--- src/rtl/_unused_placeholder_none.sv ---
`timescale 1ns/1ps

--- src/rtl/refresh_arbiter_pkg.sv ---
/*
  Constants, carrier structs and state types shared by the refresh and
  hold arbiter and its two helper modules.
  Assumes a single 200 MHz system clock for every module that imports it.
*/
package refresh_arbiter_pkg;

  // ----------------------------------------------------------------
  // Clock and refresh rate
  // ----------------------------------------------------------------
  localparam int CLK_PERIOD_PS      = 5000;
  // 15.9 us request period, in ns
  localparam int REFRESH_PERIOD_NS  = 15900;
  localparam int REFRESH_PERIOD_CYC = (REFRESH_PERIOD_NS * 1000) / CLK_PERIOD_PS;
  localparam int RATE_CNT_W         = 12;
  localparam logic [RATE_CNT_W-1:0] REFRESH_RELOAD = RATE_CNT_W'(REFRESH_PERIOD_CYC - 1);
  localparam int SLOW_DIV_W         = 2;
  // Slow refresh keeps one base tick in four
  localparam logic [SLOW_DIV_W-1:0] SLOW_LAST = 2'h3;

  // ----------------------------------------------------------------
  // CAS-before-RAS timing, least times rounded up
  // ----------------------------------------------------------------
  localparam int CNT_W              = 8;
  localparam int CBR_CAS_LEAD_NS    = 10;
  localparam int CBR_RAS_LOW_NS     = 80;
  localparam int CBR_PRECHARGE_NS   = 60;
  localparam logic [CNT_W-1:0] CBR_CAS_LEAD_CNT =
    CNT_W'((CBR_CAS_LEAD_NS * 1000 + CLK_PERIOD_PS - 1) / CLK_PERIOD_PS);
  localparam logic [CNT_W-1:0] CBR_RAS_LOW_CNT =
    CNT_W'((CBR_RAS_LOW_NS * 1000 + CLK_PERIOD_PS - 1) / CLK_PERIOD_PS);
  localparam logic [CNT_W-1:0] CBR_PRECHARGE_CNT =
    CNT_W'((CBR_PRECHARGE_NS * 1000 + CLK_PERIOD_PS - 1) / CLK_PERIOD_PS);

  // ----------------------------------------------------------------
  // AT bus refresh cycle timing
  // ----------------------------------------------------------------
  localparam int AT_RFSH_SETUP_NS   = 40;
  localparam int AT_RFSH_CMD_NS     = 280;
  localparam logic [CNT_W-1:0] AT_RFSH_SETUP_CNT =
    CNT_W'((AT_RFSH_SETUP_NS * 1000 + CLK_PERIOD_PS - 1) / CLK_PERIOD_PS);
  localparam logic [CNT_W-1:0] AT_RFSH_CMD_CNT =
    CNT_W'((AT_RFSH_CMD_NS * 1000 + CLK_PERIOD_PS - 1) / CLK_PERIOD_PS);

  // ----------------------------------------------------------------
  // Widths and reset values
  // ----------------------------------------------------------------
  localparam int   REFRESH_ADDR_W   = 8;
  localparam int   DRAM_BANKS       = 4;
  localparam logic HIDDEN_MODE_RST  = 1'b0;
  localparam logic [REFRESH_ADDR_W-1:0] ROW_ADDR_RST = 8'h00;

  // ----------------------------------------------------------------
  // Carriers and state types
  // ----------------------------------------------------------------
  typedef struct packed {
    logic                      rfsh_n;
    logic                      memr_n;
    logic                      cmd_oe;
    logic                      addr_oe;
    logic [REFRESH_ADDR_W-1:0] addr;
  } at_refresh_bus_t;

  typedef struct packed {
    logic [DRAM_BANKS-1:0] ras_n;
    logic [DRAM_BANKS-1:0] cas_n;
  } dram_strobe_t;

  typedef enum logic [1:0] {
    CBR_IDLE,
    CBR_CAS,
    CBR_RAS,
    CBR_PRE
  } cbr_state_t;

  typedef enum logic [2:0] {
    ARB_IDLE,
    ARB_HOLD_REQ,
    ARB_GRANT,
    ARB_AT_REFRESH,
    ARB_HIDDEN_REFRESH,
    ARB_RELEASE
  } arb_state_t;

endpackage : refresh_arbiter_pkg

--- src/rtl/cbr_refresh_sequencer.sv ---
/*
  CAS-before-RAS refresh sequencer for the local DRAM banks.
  Assumes start is a same-clock request; it is ignored while busy.
*/
`timescale 1ns/1ps
module cbr_refresh_sequencer
  import refresh_arbiter_pkg::*;
(
  input  wire logic   clk_sys,
  input  wire logic   rst_sync_b,
  input  wire logic   start,
  output logic        busy,
  output logic        done,
  output refresh_arbiter_pkg::dram_strobe_t strobe
);
  import refresh_arbiter_pkg::*;

  typedef struct packed {
    cbr_state_t   state;
    logic [CNT_W-1:0] cnt;
    logic         done;
    dram_strobe_t strobe;
  } cbr_seq_t;

  cbr_seq_t st_ff;
  cbr_seq_t nxt_st;

  always_comb
  begin
    nxt_st      = st_ff;
    nxt_st.done = 1'b0;
    if (st_ff.cnt != '0)
      nxt_st.cnt = st_ff.cnt - CNT_W'(1);
    unique case (st_ff.state)
      CBR_IDLE:
      begin
        if (start)
        begin
          nxt_st.state        = CBR_CAS;
          nxt_st.strobe.cas_n = '0;
          nxt_st.cnt          = CBR_CAS_LEAD_CNT - CNT_W'(1);
        end
      end
      CBR_CAS:
      begin
        if (st_ff.cnt == '0)
        begin
          nxt_st.state        = CBR_RAS;
          nxt_st.strobe.ras_n = '0;
          nxt_st.cnt          = CBR_RAS_LOW_CNT - CNT_W'(1);
        end
      end
      CBR_RAS:
      begin
        if (st_ff.cnt == '0)
        begin
          nxt_st.state  = CBR_PRE;
          nxt_st.strobe = '1;
          nxt_st.cnt    = CBR_PRECHARGE_CNT - CNT_W'(1);
        end
      end
      CBR_PRE:
      begin
        if (st_ff.cnt == '0)
        begin
          nxt_st.state = CBR_IDLE;
          nxt_st.done  = 1'b1;
        end
      end
    endcase
  end

  always_ff @(posedge clk_sys or negedge rst_sync_b)
  begin
    if (!rst_sync_b)
    begin
      st_ff.state  <= CBR_IDLE;
      st_ff.cnt    <= '0;
      st_ff.done   <= 1'b0;
      st_ff.strobe <= '1;
    end
    else
    begin
      st_ff <= nxt_st;
    end
  end

  assign busy   = (st_ff.state != CBR_IDLE);
  assign done   = st_ff.done;
  assign strobe = st_ff.strobe;

endmodule : cbr_refresh_sequencer

--- src/rtl/refresh_and_hold_arbiter.sv ---
/*
  Refresh generation and bus ownership arbitration: periodic and bus
  master refresh, CAS-before-RAS local refresh, normal or hidden mode,
  and first-come arbitration of DMA, AT masters and AT refresh over HOLD.
  Assumes hold_acknowledge, dreq, master_n and isa_rfsh_n are pins from
  outside the clock domain; CPU request inputs come from same-clock logic
  and stay high until granted and the cycle ends.
*/
`timescale 1ns/1ps
module refresh_and_hold_arbiter
  import refresh_arbiter_pkg::*;
(
  input  wire logic                         clk_sys,
  input  wire logic                         rst_b,
  input  wire logic                         hidden_refresh_en,
  input  wire logic                         slow_refresh_en,
  output logic                              hold,
  input  wire logic                         hold_acknowledge,
  input  wire logic                         dreq,
  output logic                              dack,
  input  wire logic                         master_n,
  input  wire logic                         isa_rfsh_n,
  input  wire logic                         cpu_dram_req,
  output logic                              cpu_dram_gnt,
  output logic                              cpu_dram_wait,
  input  wire logic                         cpu_at_req,
  output logic                              cpu_at_gnt,
  output logic                              cpu_at_wait,
  output refresh_arbiter_pkg::at_refresh_bus_t at_bus,
  output refresh_arbiter_pkg::dram_strobe_t    dram_strobe
);
  import refresh_arbiter_pkg::*;

  // ----------------------------------------------------------------
  // Reset release
  // ----------------------------------------------------------------
  logic [1:0] rst_sync_ff;
  logic       rst_sync_b;

  always_ff @(posedge clk_sys or negedge rst_b)
  begin
    if (!rst_b)
      rst_sync_ff <= 2'h0;
    else
      rst_sync_ff <= {rst_sync_ff[0], 1'b1};
  end

  assign rst_sync_b = rst_sync_ff[1];

  // ----------------------------------------------------------------
  // State
  // ----------------------------------------------------------------
  typedef struct packed {
    logic             hold_acknowledge_s1;
    logic             hold_acknowledge_s2;
    logic             dreq_s1;
    logic             dreq_s2;
    logic             mstr_s1;
    logic             mstr_s2;
    logic             irf_s1;
    logic             irf_s2;
    logic             irf_prev;
    logic             hidden;
    arb_state_t       state;
    logic             hold_for_dma;
    logic             ref_pend;
    logic             dma_first;
    logic             dram_ref_pend;
    logic             at_cmd_phase;
    logic [CNT_W-1:0] at_cnt;
    logic [REFRESH_ADDR_W-1:0] row_addr;
    logic             hold;
    logic             dack;
    at_refresh_bus_t  at_bus;
  } arb_regs_t;

  arb_regs_t st_ff;
  arb_regs_t nxt_st;

  logic refresh_rate_tick;
  logic cbr_go;
  logic cbr_busy;
  logic cbr_done;
  logic dma_req;
  logic master_rfsh;
  logic start_at;
  logic combined_cbr;
  logic pick_refresh;

  // ----------------------------------------------------------------
  // Helpers
  // ----------------------------------------------------------------
  refresh_rate_counter u_rate (
    .clk_sys           (clk_sys),
    .rst_sync_b        (rst_sync_b),
    .slow_refresh_en   (slow_refresh_en),
    .refresh_rate_tick (refresh_rate_tick)
  );

  cbr_refresh_sequencer u_cbr (
    .clk_sys    (clk_sys),
    .rst_sync_b (rst_sync_b),
    .start      (cbr_go),
    .busy       (cbr_busy),
    .done       (cbr_done),
    .strobe     (dram_strobe)
  );

  // ----------------------------------------------------------------
  // Request decode
  // ----------------------------------------------------------------
  // DRQ or master cycle in progress
  assign dma_req     = st_ff.dreq_s2 | ~st_ff.mstr_s2;
  assign master_rfsh = st_ff.irf_prev & ~st_ff.irf_s2 & ~st_ff.mstr_s2;
  assign pick_refresh = st_ff.ref_pend & (~dma_req | ~st_ff.dma_first);

  assign cpu_dram_gnt  = cpu_dram_req & ~cbr_busy;
  assign cpu_dram_wait = cpu_dram_req & cbr_busy;
  assign cpu_at_gnt    = cpu_at_req & (st_ff.state == ARB_IDLE) & ~st_ff.hold;
  assign cpu_at_wait   = cpu_at_req & ~cpu_at_gnt;

  assign cbr_go = ~cbr_busy & (combined_cbr | master_rfsh |
                  (st_ff.hidden & st_ff.dram_ref_pend & ~cpu_dram_req));

  // ----------------------------------------------------------------
  // Arbiter
  // ----------------------------------------------------------------
  always_comb
  begin
    nxt_st          = st_ff;
    start_at        = 1'b0;
    combined_cbr    = 1'b0;
    nxt_st.hold_acknowledge_s1  = hold_acknowledge;
    nxt_st.hold_acknowledge_s2  = st_ff.hold_acknowledge_s1;
    nxt_st.dreq_s1  = dreq;
    nxt_st.dreq_s2  = st_ff.dreq_s1;
    nxt_st.mstr_s1  = master_n;
    nxt_st.mstr_s2  = st_ff.mstr_s1;
    nxt_st.irf_s1   = isa_rfsh_n;
    nxt_st.irf_s2   = st_ff.irf_s1;
    nxt_st.irf_prev = st_ff.irf_s2;
    nxt_st.dma_first = dma_req & (st_ff.dma_first | ~st_ff.ref_pend);

    unique case (st_ff.state)
      ARB_IDLE:
      begin
        nxt_st.hidden = hidden_refresh_en;
        if (pick_refresh && st_ff.hidden)
        begin
          if (!cpu_at_req)
          begin
            nxt_st.state = ARB_HIDDEN_REFRESH;
            start_at     = 1'b1;
          end
        end
        else if (pick_refresh || dma_req)
        begin
          nxt_st.state        = ARB_HOLD_REQ;
          nxt_st.hold         = 1'b1;
          nxt_st.hold_for_dma = ~pick_refresh;
        end
      end
      ARB_HOLD_REQ:
      begin
        // CPU answers when its cycle ends
        if (st_ff.hold_acknowledge_s2)
        begin
          if (st_ff.hold_for_dma)
          begin
            nxt_st.state = ARB_GRANT;
            nxt_st.dack  = 1'b1;
          end
          else
          begin
            nxt_st.state = ARB_AT_REFRESH;
            start_at     = 1'b1;
            combined_cbr = ~st_ff.hidden;
          end
        end
      end
      ARB_GRANT:
      begin
        if (!dma_req)
        begin
          nxt_st.dack = 1'b0;
          if (st_ff.ref_pend)
          begin
            nxt_st.state = ARB_AT_REFRESH;
            start_at     = 1'b1;
            combined_cbr = ~st_ff.hidden;
          end
          else
          begin
            nxt_st.state = ARB_RELEASE;
            nxt_st.hold  = 1'b0;
          end
        end
      end
      ARB_AT_REFRESH, ARB_HIDDEN_REFRESH:
      begin
        if (st_ff.at_cnt != '0)
        begin
          nxt_st.at_cnt = st_ff.at_cnt - CNT_W'(1);
        end
        else if (!st_ff.at_cmd_phase)
        begin
          nxt_st.at_cmd_phase  = 1'b1;
          nxt_st.at_bus.memr_n = 1'b0;
          nxt_st.at_cnt        = AT_RFSH_CMD_CNT - CNT_W'(1);
        end
        else if (st_ff.at_bus.cmd_oe)
        begin
          nxt_st.at_bus   = '{rfsh_n: 1'b1, memr_n: 1'b1, cmd_oe: 1'b0, addr_oe: 1'b0, addr: st_ff.at_bus.addr};
          nxt_st.row_addr = st_ff.row_addr + REFRESH_ADDR_W'(1);
        end
        else if (st_ff.state == ARB_HIDDEN_REFRESH)
        begin
          nxt_st.state = ARB_IDLE;
        end
        else if (!cbr_busy)
        begin
          if (dma_req)
          begin
            nxt_st.state = ARB_GRANT;
            nxt_st.dack  = 1'b1;
          end
          else
          begin
            nxt_st.state = ARB_RELEASE;
            nxt_st.hold  = 1'b0;
          end
        end
      end
      ARB_RELEASE:
      begin
        if (!st_ff.hold_acknowledge_s2)
          nxt_st.state = ARB_IDLE;
      end
    endcase

    if (start_at)
    begin
      nxt_st.at_bus       = '{rfsh_n: 1'b0, memr_n: 1'b1, cmd_oe: 1'b1, addr_oe: 1'b1, addr: st_ff.row_addr};
      nxt_st.at_cmd_phase = 1'b0;
      nxt_st.at_cnt       = AT_RFSH_SETUP_CNT - CNT_W'(1);
      nxt_st.ref_pend     = 1'b0;
    end
    if (master_rfsh)
      nxt_st.ref_pend = 1'b0;
    if (!cbr_busy && st_ff.hidden && st_ff.dram_ref_pend && !cpu_dram_req && !master_rfsh)
      nxt_st.dram_ref_pend = 1'b0;
    // tick latches a request, set wins
    if (refresh_rate_tick)
    begin
      nxt_st.ref_pend = 1'b1;
      if (st_ff.hidden)
        nxt_st.dram_ref_pend = 1'b1;
    end
  end

  always_ff @(posedge clk_sys or negedge rst_sync_b)
  begin
    if (!rst_sync_b)
    begin
      st_ff          <= '0;
      st_ff.hold_acknowledge_s1  <= 1'b0;
      st_ff.mstr_s1  <= 1'b1;
      st_ff.mstr_s2  <= 1'b1;
      st_ff.irf_s1   <= 1'b1;
      st_ff.irf_s2   <= 1'b1;
      st_ff.irf_prev <= 1'b1;
      st_ff.hidden   <= HIDDEN_MODE_RST;
      st_ff.state    <= ARB_IDLE;
      st_ff.row_addr <= ROW_ADDR_RST;
      st_ff.at_bus   <= '{rfsh_n: 1'b1, memr_n: 1'b1, cmd_oe: 1'b0, addr_oe: 1'b0, addr: ROW_ADDR_RST};
    end
    else
    begin
      st_ff <= nxt_st;
    end
  end

  // DMA grant held by its DRQ or by a master cycle
  assign hold   = st_ff.hold;
  assign dack   = st_ff.dack;
  assign at_bus = st_ff.at_bus;

endmodule : refresh_and_hold_arbiter

--- src/rtl/refresh_rate_counter.sv ---
/*
  Periodic refresh request generator, a rate generator with an optional
  slow mode that passes one tick in four.
  Assumes clk_sys at 200 MHz and a reset already synchronised to it.
*/
`timescale 1ns/1ps
module refresh_rate_counter
  import refresh_arbiter_pkg::*;
(
  input  wire logic clk_sys,
  input  wire logic rst_sync_b,
  input  wire logic slow_refresh_en,
  output logic      refresh_rate_tick
);
  import refresh_arbiter_pkg::*;

  typedef struct packed {
    logic [RATE_CNT_W-1:0] cnt;
    logic [SLOW_DIV_W-1:0] slow_cnt;
    logic                  tick;
  } rate_state_t;

  rate_state_t st_ff;
  rate_state_t nxt_st;

  always_comb
  begin
    nxt_st      = st_ff;
    nxt_st.tick = 1'b0;
    if (st_ff.cnt == '0)
    begin
      nxt_st.cnt = REFRESH_RELOAD;
      if (slow_refresh_en)
      begin
        nxt_st.tick     = (st_ff.slow_cnt == SLOW_LAST);
        nxt_st.slow_cnt = st_ff.slow_cnt + 2'h1;
      end
      else
      begin
        nxt_st.tick     = 1'b1;
        nxt_st.slow_cnt = '0;
      end
    end
    else
    begin
      nxt_st.cnt = st_ff.cnt - RATE_CNT_W'(1);
    end
  end

  always_ff @(posedge clk_sys or negedge rst_sync_b)
  begin
    if (!rst_sync_b)
      st_ff <= '0;
    else
      st_ff <= nxt_st;
  end

  assign refresh_rate_tick = st_ff.tick;

endmodule : refresh_rate_counter
--- config.mk ---
export PLATFORM = sky130hd
export DESIGN_NAME = refresh_and_hold_arbiter
export DESIGN_NICKNAME = d
export VERILOG_FILES = /design/src/rtl/_unused_placeholder_none.sv /design/src/rtl/refresh_arbiter_pkg.sv /design/src/rtl/cbr_refresh_sequencer.sv /design/src/rtl/refresh_and_hold_arbiter.sv /design/src/rtl/refresh_rate_counter.sv
export SDC_FILE = /design/constraint.sdc
export NUM_CORES = 1
export LEC_CHECK = 0
export CAP_MARGIN = 20
export CORE_MARGIN = 3
export CORE_UTILIZATION = 45
export CTS_CLUSTER_DIAMETER = 50
export CTS_CLUSTER_SIZE = 24
export DETAILED_ROUTE_END_ITERATION = 10
export DONT_BUFFER_PORTS = 1
export GPL_ROUTABILITY_DRIVEN = 0
export PLACE_DENSITY = 0.66
export SLEW_MARGIN = 10
export SYNTH_ARGS = -nofsm -noshare
export SYNTH_HDL_FRONTEND = slang
export SYNTH_SLANG_ARGS = --single-unit
--- constraint.sdc ---
create_clock -name clk_sys -period 2.4 [get_ports clk_sys]
set_input_delay 0.24 -clock clk_sys [delete_from_list [all_inputs] [get_ports clk_sys]]
set_output_delay 0.24 -clock clk_sys [all_outputs]
set_load 0.02 [all_outputs]
==> impl_metrics.json, run 1 <==
{
  "crit_path_max_fanout": 6,
  "skew_ns": 0.01840,
  "core-area_um2": 8258,
  "cts_tree": "built",
  "synthFlopType": "dfrtp_1",
  "synth.mux.area_fraction": 0.03694,
  "synth.most_common_cell": "dfrtp_1",
  "ys_seq_area_frac": 0.5019,
  "fmax_ghz": 0.4299,
  "final_area_um2": 4302,
  "dp.final_hpwl_um": 5076,
  "synth_edf_count": 0,
  "start_util": 0.4676,
  "synth_compound_area_frac": 0.1241,
  "dr_total_vias": 2741,
  "netlist_instances": 388,
  "antenna_found_initial": 0,
  "whs_ns": 0.02592,
  "hold_path.class": "in -> reg",
  "final_nets": 412,
  "remaining_drc_errors": 0,
  "numCtsBuffers": 9,
  "die_width_um": 98.63,
  "hold_start": "slow_refresh_en",
  "hold_viol_final": 0,
  "crit_buf_inv": 0,
  "p_sw_mw": 1.784,
  "antenna_cells": 0,
  "postPlaceCellArea_um2": 3979,
  "tightest_slew_ns": 0.5264,
  "grt_pass1_wl_um": 12790,
  "swShare": 0.3820,
  "p_total_mw": 4.671,
  "holdPathEnd": "u_rate.st_ff[2]",
  "arrival_ns": 2.57,
  "finalSetupViolations": 0,
  "period_share": 0.9692,
  "netlist.area_leader.share": 0.4407,
  "relSlewSlack": 0.6458,
  "synth_top_family_by_area": "simple AND/OR/NAND/NOR gates",
  "ys_async_sr_fraction": 1.000,
  "synth-xor-area-share": 0.05444,
  "cts_setup_buffers": 0,
  "critical_path.max_stage_delay_ns": 0.70,
  "end_kind": "flop",
  "start_kind": "flop",
  "pin_count": 36,
  "ys_types": 61,
  "intPower_mw": 2.887,
  "port_buffers": 0,
  "ir_drop_v": 0.0003765,
  "synth_area_leaders": "dfrtp_1 (44%), dfstp_2 (6.1%), nand2_1 (4.0%), buf_4 (3.9%), xnor2_1 (3.2%)",
  "grt_use_total": 0.1606,
  "powerDensity_nw_per_um2": 1086,
  "dp_slack_ns": 0.02026,
  "status": "completed",
  "timing.final.crit_period_ns": 2.326,
  "ff2ff_path_depth": 5,
  "layout-drive-gt1-share": 0.1900,
  "dr.pass1.iters": 4,
  "dieArea_um2": 9728,
  "yosys_warnings": 0,
  "min_path_cells": 2,
  "tns_ns": 0,
  "htree_levels": 3,
  "rrSetupSlack_ns": 0.07,
  "routedWlPerCell_um": 14.96,
  "clk_pin_slew_ns": 0.08,
  "synth_top_cell_by_area": "dfrtp_1",
  "cts_sinks": 77,
  "fin_ws_ns": 0.07397,
  "synth-seq-cells": 77,
  "rsz0062_at_grt": "yes",
  "cts-root-buf": "clkbuf_8",
  "p_leak_nw": 1.825,
  "crit_family": "simple AND/OR/NAND/NOR gates",
  "cp.required_ns": 2.64,
  "worstPathCellList": "or4b_2 -> or4_4 -> a31oi_4 -> o2111ai_2 -> mux2_4",
  "grt_overflow_total": 0,
  "dr.first_iter.drc_count": 115,
  "areaGrowthSynthToFinish_pct": 11.41,
  "r2r_start": "st_ff[29]",
  "p_clk_frac": 0.215,
  "slowest_stage": "or4b_2",
  "maxCapViolations": 0,
  "yosys-top-cells-count": "dfrtp_1 (68), nand2_1 (41), nor2_1 (29), buf_4 (20), o21ai_0 (17)",
  "fill_cells": 760,
  "synthAdderAreaFrac": 0.02268,
  "postRouteAntennaNets": 0,
  "grt_max_degree": 76,
  "synthSimpleGateAreaFrac": 0.1889,
  "fp-row-count": 33,
  "die_h_um": 98.63,
  "path_class": "reg -> reg",
  "netlist_area_um2": 3861,
  "reg2reg_to": "dack",
  "seqPwrFrac": 0.432,
  "first_global_vias": 2703,
  "clockBufferDepth": 2,
  "clkLatencyLatePin_ns": 0.36,
  "routed_wl_um": 7555,
  "synth_fp_nets": 405,
  "final_max_slew_viol_count": 0,
  "syn_area_per_cell_um2": 9.952,
  "p_comb_frac": 0.353,
  "viasPerCell": 5.428
}
## power by group through the flow
| stage | clock network (mW) | registers, mW | logic [mW] |
|---|---|---|---|
| 2_1_floorplan | 0 | 1.86 | 1.36 |
| 3_3_place_gp | 0 | 2.03 | 1.51 |
| 3_5_place_dp | 0 | 2.04 | 1.55 |
| 4_1_cts | 1.03 | 2.02 | 1.57 |
| 5_1_grt | 1.08 | 2.07 | 1.84 |
| 6_report | 1.00 | 2.02 | 1.65 |
## logic make-up after synthesis
| logic type | Yosys count |
|---|---|
| flops | 77 |
| fa+ha+maj | 7 |
| buf+inv | 51 |
| xor+xnor | 24 |
| other cells | 1 |
| simple gates | 143 |
| compound gates | 72 |
| mux | 13 |
## how the worst max path moves through the flow
stage / from / to / slack (ns) / cells past startpoint
after global placement: st_ff[22] / dack / 0.07 / 7
after floorplan: st_ff[22] / dack / 0.04 / 8
after CTS: st_ff[23] / dack / 0.01 / 7
final: st_ff[29] / dack / 0.07 / 5
after global routing: st_ff[23] / dack / -0.01 / 7
after detailed placement: st_ff[22] / dack / 0.02 / 7
## final cells by class
cell class / instances / area, um2 / share of cell area
multi-input cells: 260 / 1707 / 0.3967
clock buffers: 10 / 127.6 / 0.02967
clock inverters: 6 / 71.32 / 0.01658
flip-flops and latches: 77 / 1942 / 0.4514
well taps: 105 / 131.4 / 0.03054
inverters: 16 / 60.06 / 0.01396
repair buffers: 31 / 262.8 / 0.06108
## metal layers
metal,share of wire,vias up,global-route usage
met1,0.46,1345,0.2150
met2,0.48,44,0.2507
met4,0.015,0,0.05147
met3,0.048,11,0.04954
li1,-,1341,-
met5,0,-,0
## what timing repair did
action                                  CTS  global route
gates resized for setup                   0            17
hold endpoints to repair                  8             0
hold buffers                              7             0
endpoints found under the setup margin    0            17
## metrics by stage
| stage | std cells | util |
|---|---|---|
| floorplan | 388 | - |
| global placement | 482 | 0.4818 |
| detailed placement | 482 | 0.4818 |
| CTS | 505 | 0.5144 |
| global route | 505 | 0.5209 |
| finish | 505 | 0.5209 |
## registers in the layout, summed over array words and instances (netlist names)
signal	count
st_ff	29
u_rate.st_ff	14
at_bus	12
u_cbr.st_ff	10
nxt_st	5
rst_sync_ff	2
u_cbr.strobe	2
dack	1
hold	1
u_rate.refresh_rate_tick	1
## layout by cell type, fill, tap and decap left out, types with 3 or more instances in the layout
master | netlist | layout
a21boi_0 | 5 | 3
a21oi_1 | 16 | 16
a221oi_1 | 3 | 3
and2_1 | 3 | 3
buf_4 | 20 | 23
clkbuf_8 | 0 | 9
dfrtp_1 | 68 | 67
dfstp_2 | 9 | 9
dlygate4sd3_1 | 0 | 7
ha_1 | 7 | 6
inv_1 | 16 | 16
mux2_2 | 9 | 9
mux2i_1 | 3 | 3
nand2_1 | 41 | 41
nand2b_1 | 3 | 3
nand3_1 | 13 | 13
nand4_1 | 3 | 3
nor2_1 | 29 | 27
nor2b_1 | 8 | 8
nor3_1 | 10 | 10
nor3b_1 | 4 | 4
nor4_1 | 4 | 3
o211ai_1 | 5 | 5
o21a_1 | 4 | 4
o21ai_0 | 17 | 16
or3_1 | 5 | 5
xnor2_1 | 14 | 14
xor2_1 | 10 | 10
(Power assumes the default switching activity.)
==> inputs of run 2 (changes only) <==
--- a/config.mk
+++ b/config.mk
@@ -14,6 +14,7 @@
 export DONT_BUFFER_PORTS = 1
 export GPL_ROUTABILITY_DRIVEN = 0
 export PLACE_DENSITY = 0.66
+export REMOVE_ABC_BUFFERS = 1
 export SLEW_MARGIN = 10
 export SYNTH_ARGS = -nofsm -noshare
 export SYNTH_HDL_FRONTEND = slang
==> run 2 against run 1 <==
Clock power up 11%. Non-clock buffer count up 2. Maximum frequency up 1.2%. Wire length down 0.89%. Sequential share of layout area down 0.46 points. Hold slack worse by 0.0052 ns. Global-route usage about the same. Worst setup slack better by 0.027 ns. Critical path depth up 2. Critical path type unchanged. Largest cell class unchanged. Highest routed layer unchanged.
==> impl_metrics.json, run 2 (synthesis gave the netlist of run 1 again) <==
{
  "die_h_um": 98.63,
  "dr.pass1.iters": 4,
  "ff2ff_path_depth": 7,
  "path_class": "reg -> reg",
  "fill_cells": 745,
  "powerDensity_nw_per_um2": 1101,
  "core-area_um2": 8258,
  "grt_overflow_total": 0,
  "start_util": 0.4676,
  "cts_tree": "built",
  "cts_sinks": 77,
  "final_common_cell": "dfrtp_1",
  "pin_count": 36,
  "routedWlPerCell_um": 14.77,
  "hold_path.class": "in -> reg",
  "swShare": 0.3673,
  "slowest_stage": "or4_4",
  "seqCellArea_um2": 1939,
  "p_clk_frac": 0.232,
  "reg2reg_to": "dack",
  "fin_ws_ns": 0.1009,
  "min_path_cells": 2,
  "p_total_mw": 4.780,
  "dr.first_iter.drc_count": 81,
  "grt_use_total": 0.1609,
  "viasPerCell": 5.396,
  "r2r_start": "st_ff[22]",
  "seqPwrFrac": 0.424,
  "fp-row-count": 33,
  "cp.required_ns": 2.63,
  "maxCapViolations": 0,
  "largest_register_ffs": 29,
  "remaining_drc_errors": 0,
  "critical_path.max_stage_delay_ns": 0.51,
  "port_buffers": 0,
  "antenna_cells": 0,
  "die_width_um": 98.63,
  "cts-root-buf": "clkbuf_8",
  "p_sw_mw": 1.756,
  "clk_pin_slew_ns": 0.08,
  "fin_cells": 507,
  "utilization": 0.5256,
  "grt_max_degree": 65,
  "hold_start": "slow_refresh_en",
  "place_inst": 484,
  "hold_viol_final": 0,
  "routed_wl_um": 7488,
  "multi_input_area_um2": 1699,
  "dr_total_vias": 2736,
  "whs_ns": 0.02071,
  "final_max_slew_viol_count": 0,
  "arrival_ns": 2.52,
  "final_cell_mix": "dfrtp_1 (67), nand2_1 (41), nor2_1 (27)",
  "end_kind": "flop",
  "fmax_ghz": 0.4350,
  "numCtsBuffers": 9,
  "htree_levels": 3,
  "crit_buf_inv": 1,
  "period_share": 0.9580,
  "postRouteAntennaNets": 0,
  "layout-drive-gt1-share": 0.1915,
  "clockBufferDepth": 2,
  "finalSetupViolations": 0,
  "crit_path_max_fanout": 3,
  "largest_register": "st_ff",
  "status": "completed",
  "dieArea_um2": 9728,
  "antenna_found_initial": 0,
  "dp_slack_ns": 0.04651,
  "rrSetupSlack_ns": 0.10,
  "reg_top3": "st_ff x29, u_rate.st_ff x14, at_bus x12",
  "cts_setup_buffers": 0,
  "first_global_vias": 2701,
  "grt_pass1_wl_um": 12700,
  "holdPathEnd": "u_rate.st_ff[2]",
  "ir_drop_v": 0.0006975,
  "dp.final_hpwl_um": 5268,
  "worstPathCellList": "inv_1 -> ha_1 -> or4b_4 -> or4_4 -> a31oi_4 -> o2111ai_2 -> mux2_1",
  "p_leak_nw": 1.853,
  "clkLatencyLatePin_ns": 0.34,
  "start_kind": "flop",
  "areaGrowthSynthToFinish_pct": 12.41,
  "intPower_mw": 3.024,
  "crit_family": "simple AND/OR/NAND/NOR gates",
  "timing.final.crit_period_ns": 2.299,
  "p_comb_frac": 0.344,
  "final_nets": 414,
  "skew_ns": 0.008148
}
-- run 2: cell count changes in the layout (fill, tap and decap cells not counted), moves of 2 or more --
cell and delta:
a21boi_1 -2, clkinvlp_4 -2, clkinv_4 +2, buf_4 +2, a21boi_0 +2
-- run 2: how the worst max path moves through the flow --
| stage | start | to | depth (start not counted) |
|---|---|---|---|
| after floorplan | st_ff[22] | dack | 7 |
| after global routing | st_ff[23] | dack | 7 |
| after CTS | st_ff[23] | st_ff[19] | 8 |
| after detailed placement | st_ff[22] | st_ff[19] | 8 |
| after global placement | st_ff[22] | dack | 7 |
| final | st_ff[22] | dack | 7 |
-- run 2: final cells by class --
type                       instances  share of cell area
clock buffer                      10             0.03171
clock inverter                     6             0.02191
inverter                          16             0.01384
multi-input combinational        260              0.3915
sequential                        77              0.4468
tap                              105             0.03027
timing repair buffer              33             0.06400
-- run 2: routing by layer --
layer,part of all wire,vias up,track usage
met4,0.015,0,0.05357
li1,-,1347,-
met5,0,-,0
met2,0.49,60,0.2647
met3,0.049,10,0.04459
met1,0.44,1319,0.2060
-- run 2: stage by stage --
stage,area [um2],TNS (ns)
finish,4340,0
global route,4340,-0.006507
CTS,4294,0
detailed placement,3991,0
global placement,3991,0
floorplan,3651,0
-- run 2: power groups by stage --
stage | Sequential [mW] | Combinational [mW] | Clock, mW
3_5_place_dp | 2.05 | 1.59 | 0
2_1_floorplan | 2.10 | 0.954 | 0
6_report | 2.03 | 1.64 | 1.11
4_1_cts | 2.03 | 1.60 | 1.15
3_3_place_gp | 2.04 | 1.55 | 0
5_1_grt | 2.08 | 1.84 | 1.20
-- run 2: timing repair --
action                     4_1_cts  5_1_grt
hold endpoints to repair         8        0
setup endpoints to repair        0       14
hold buffers                     7        0
gates resized for setup          0       13
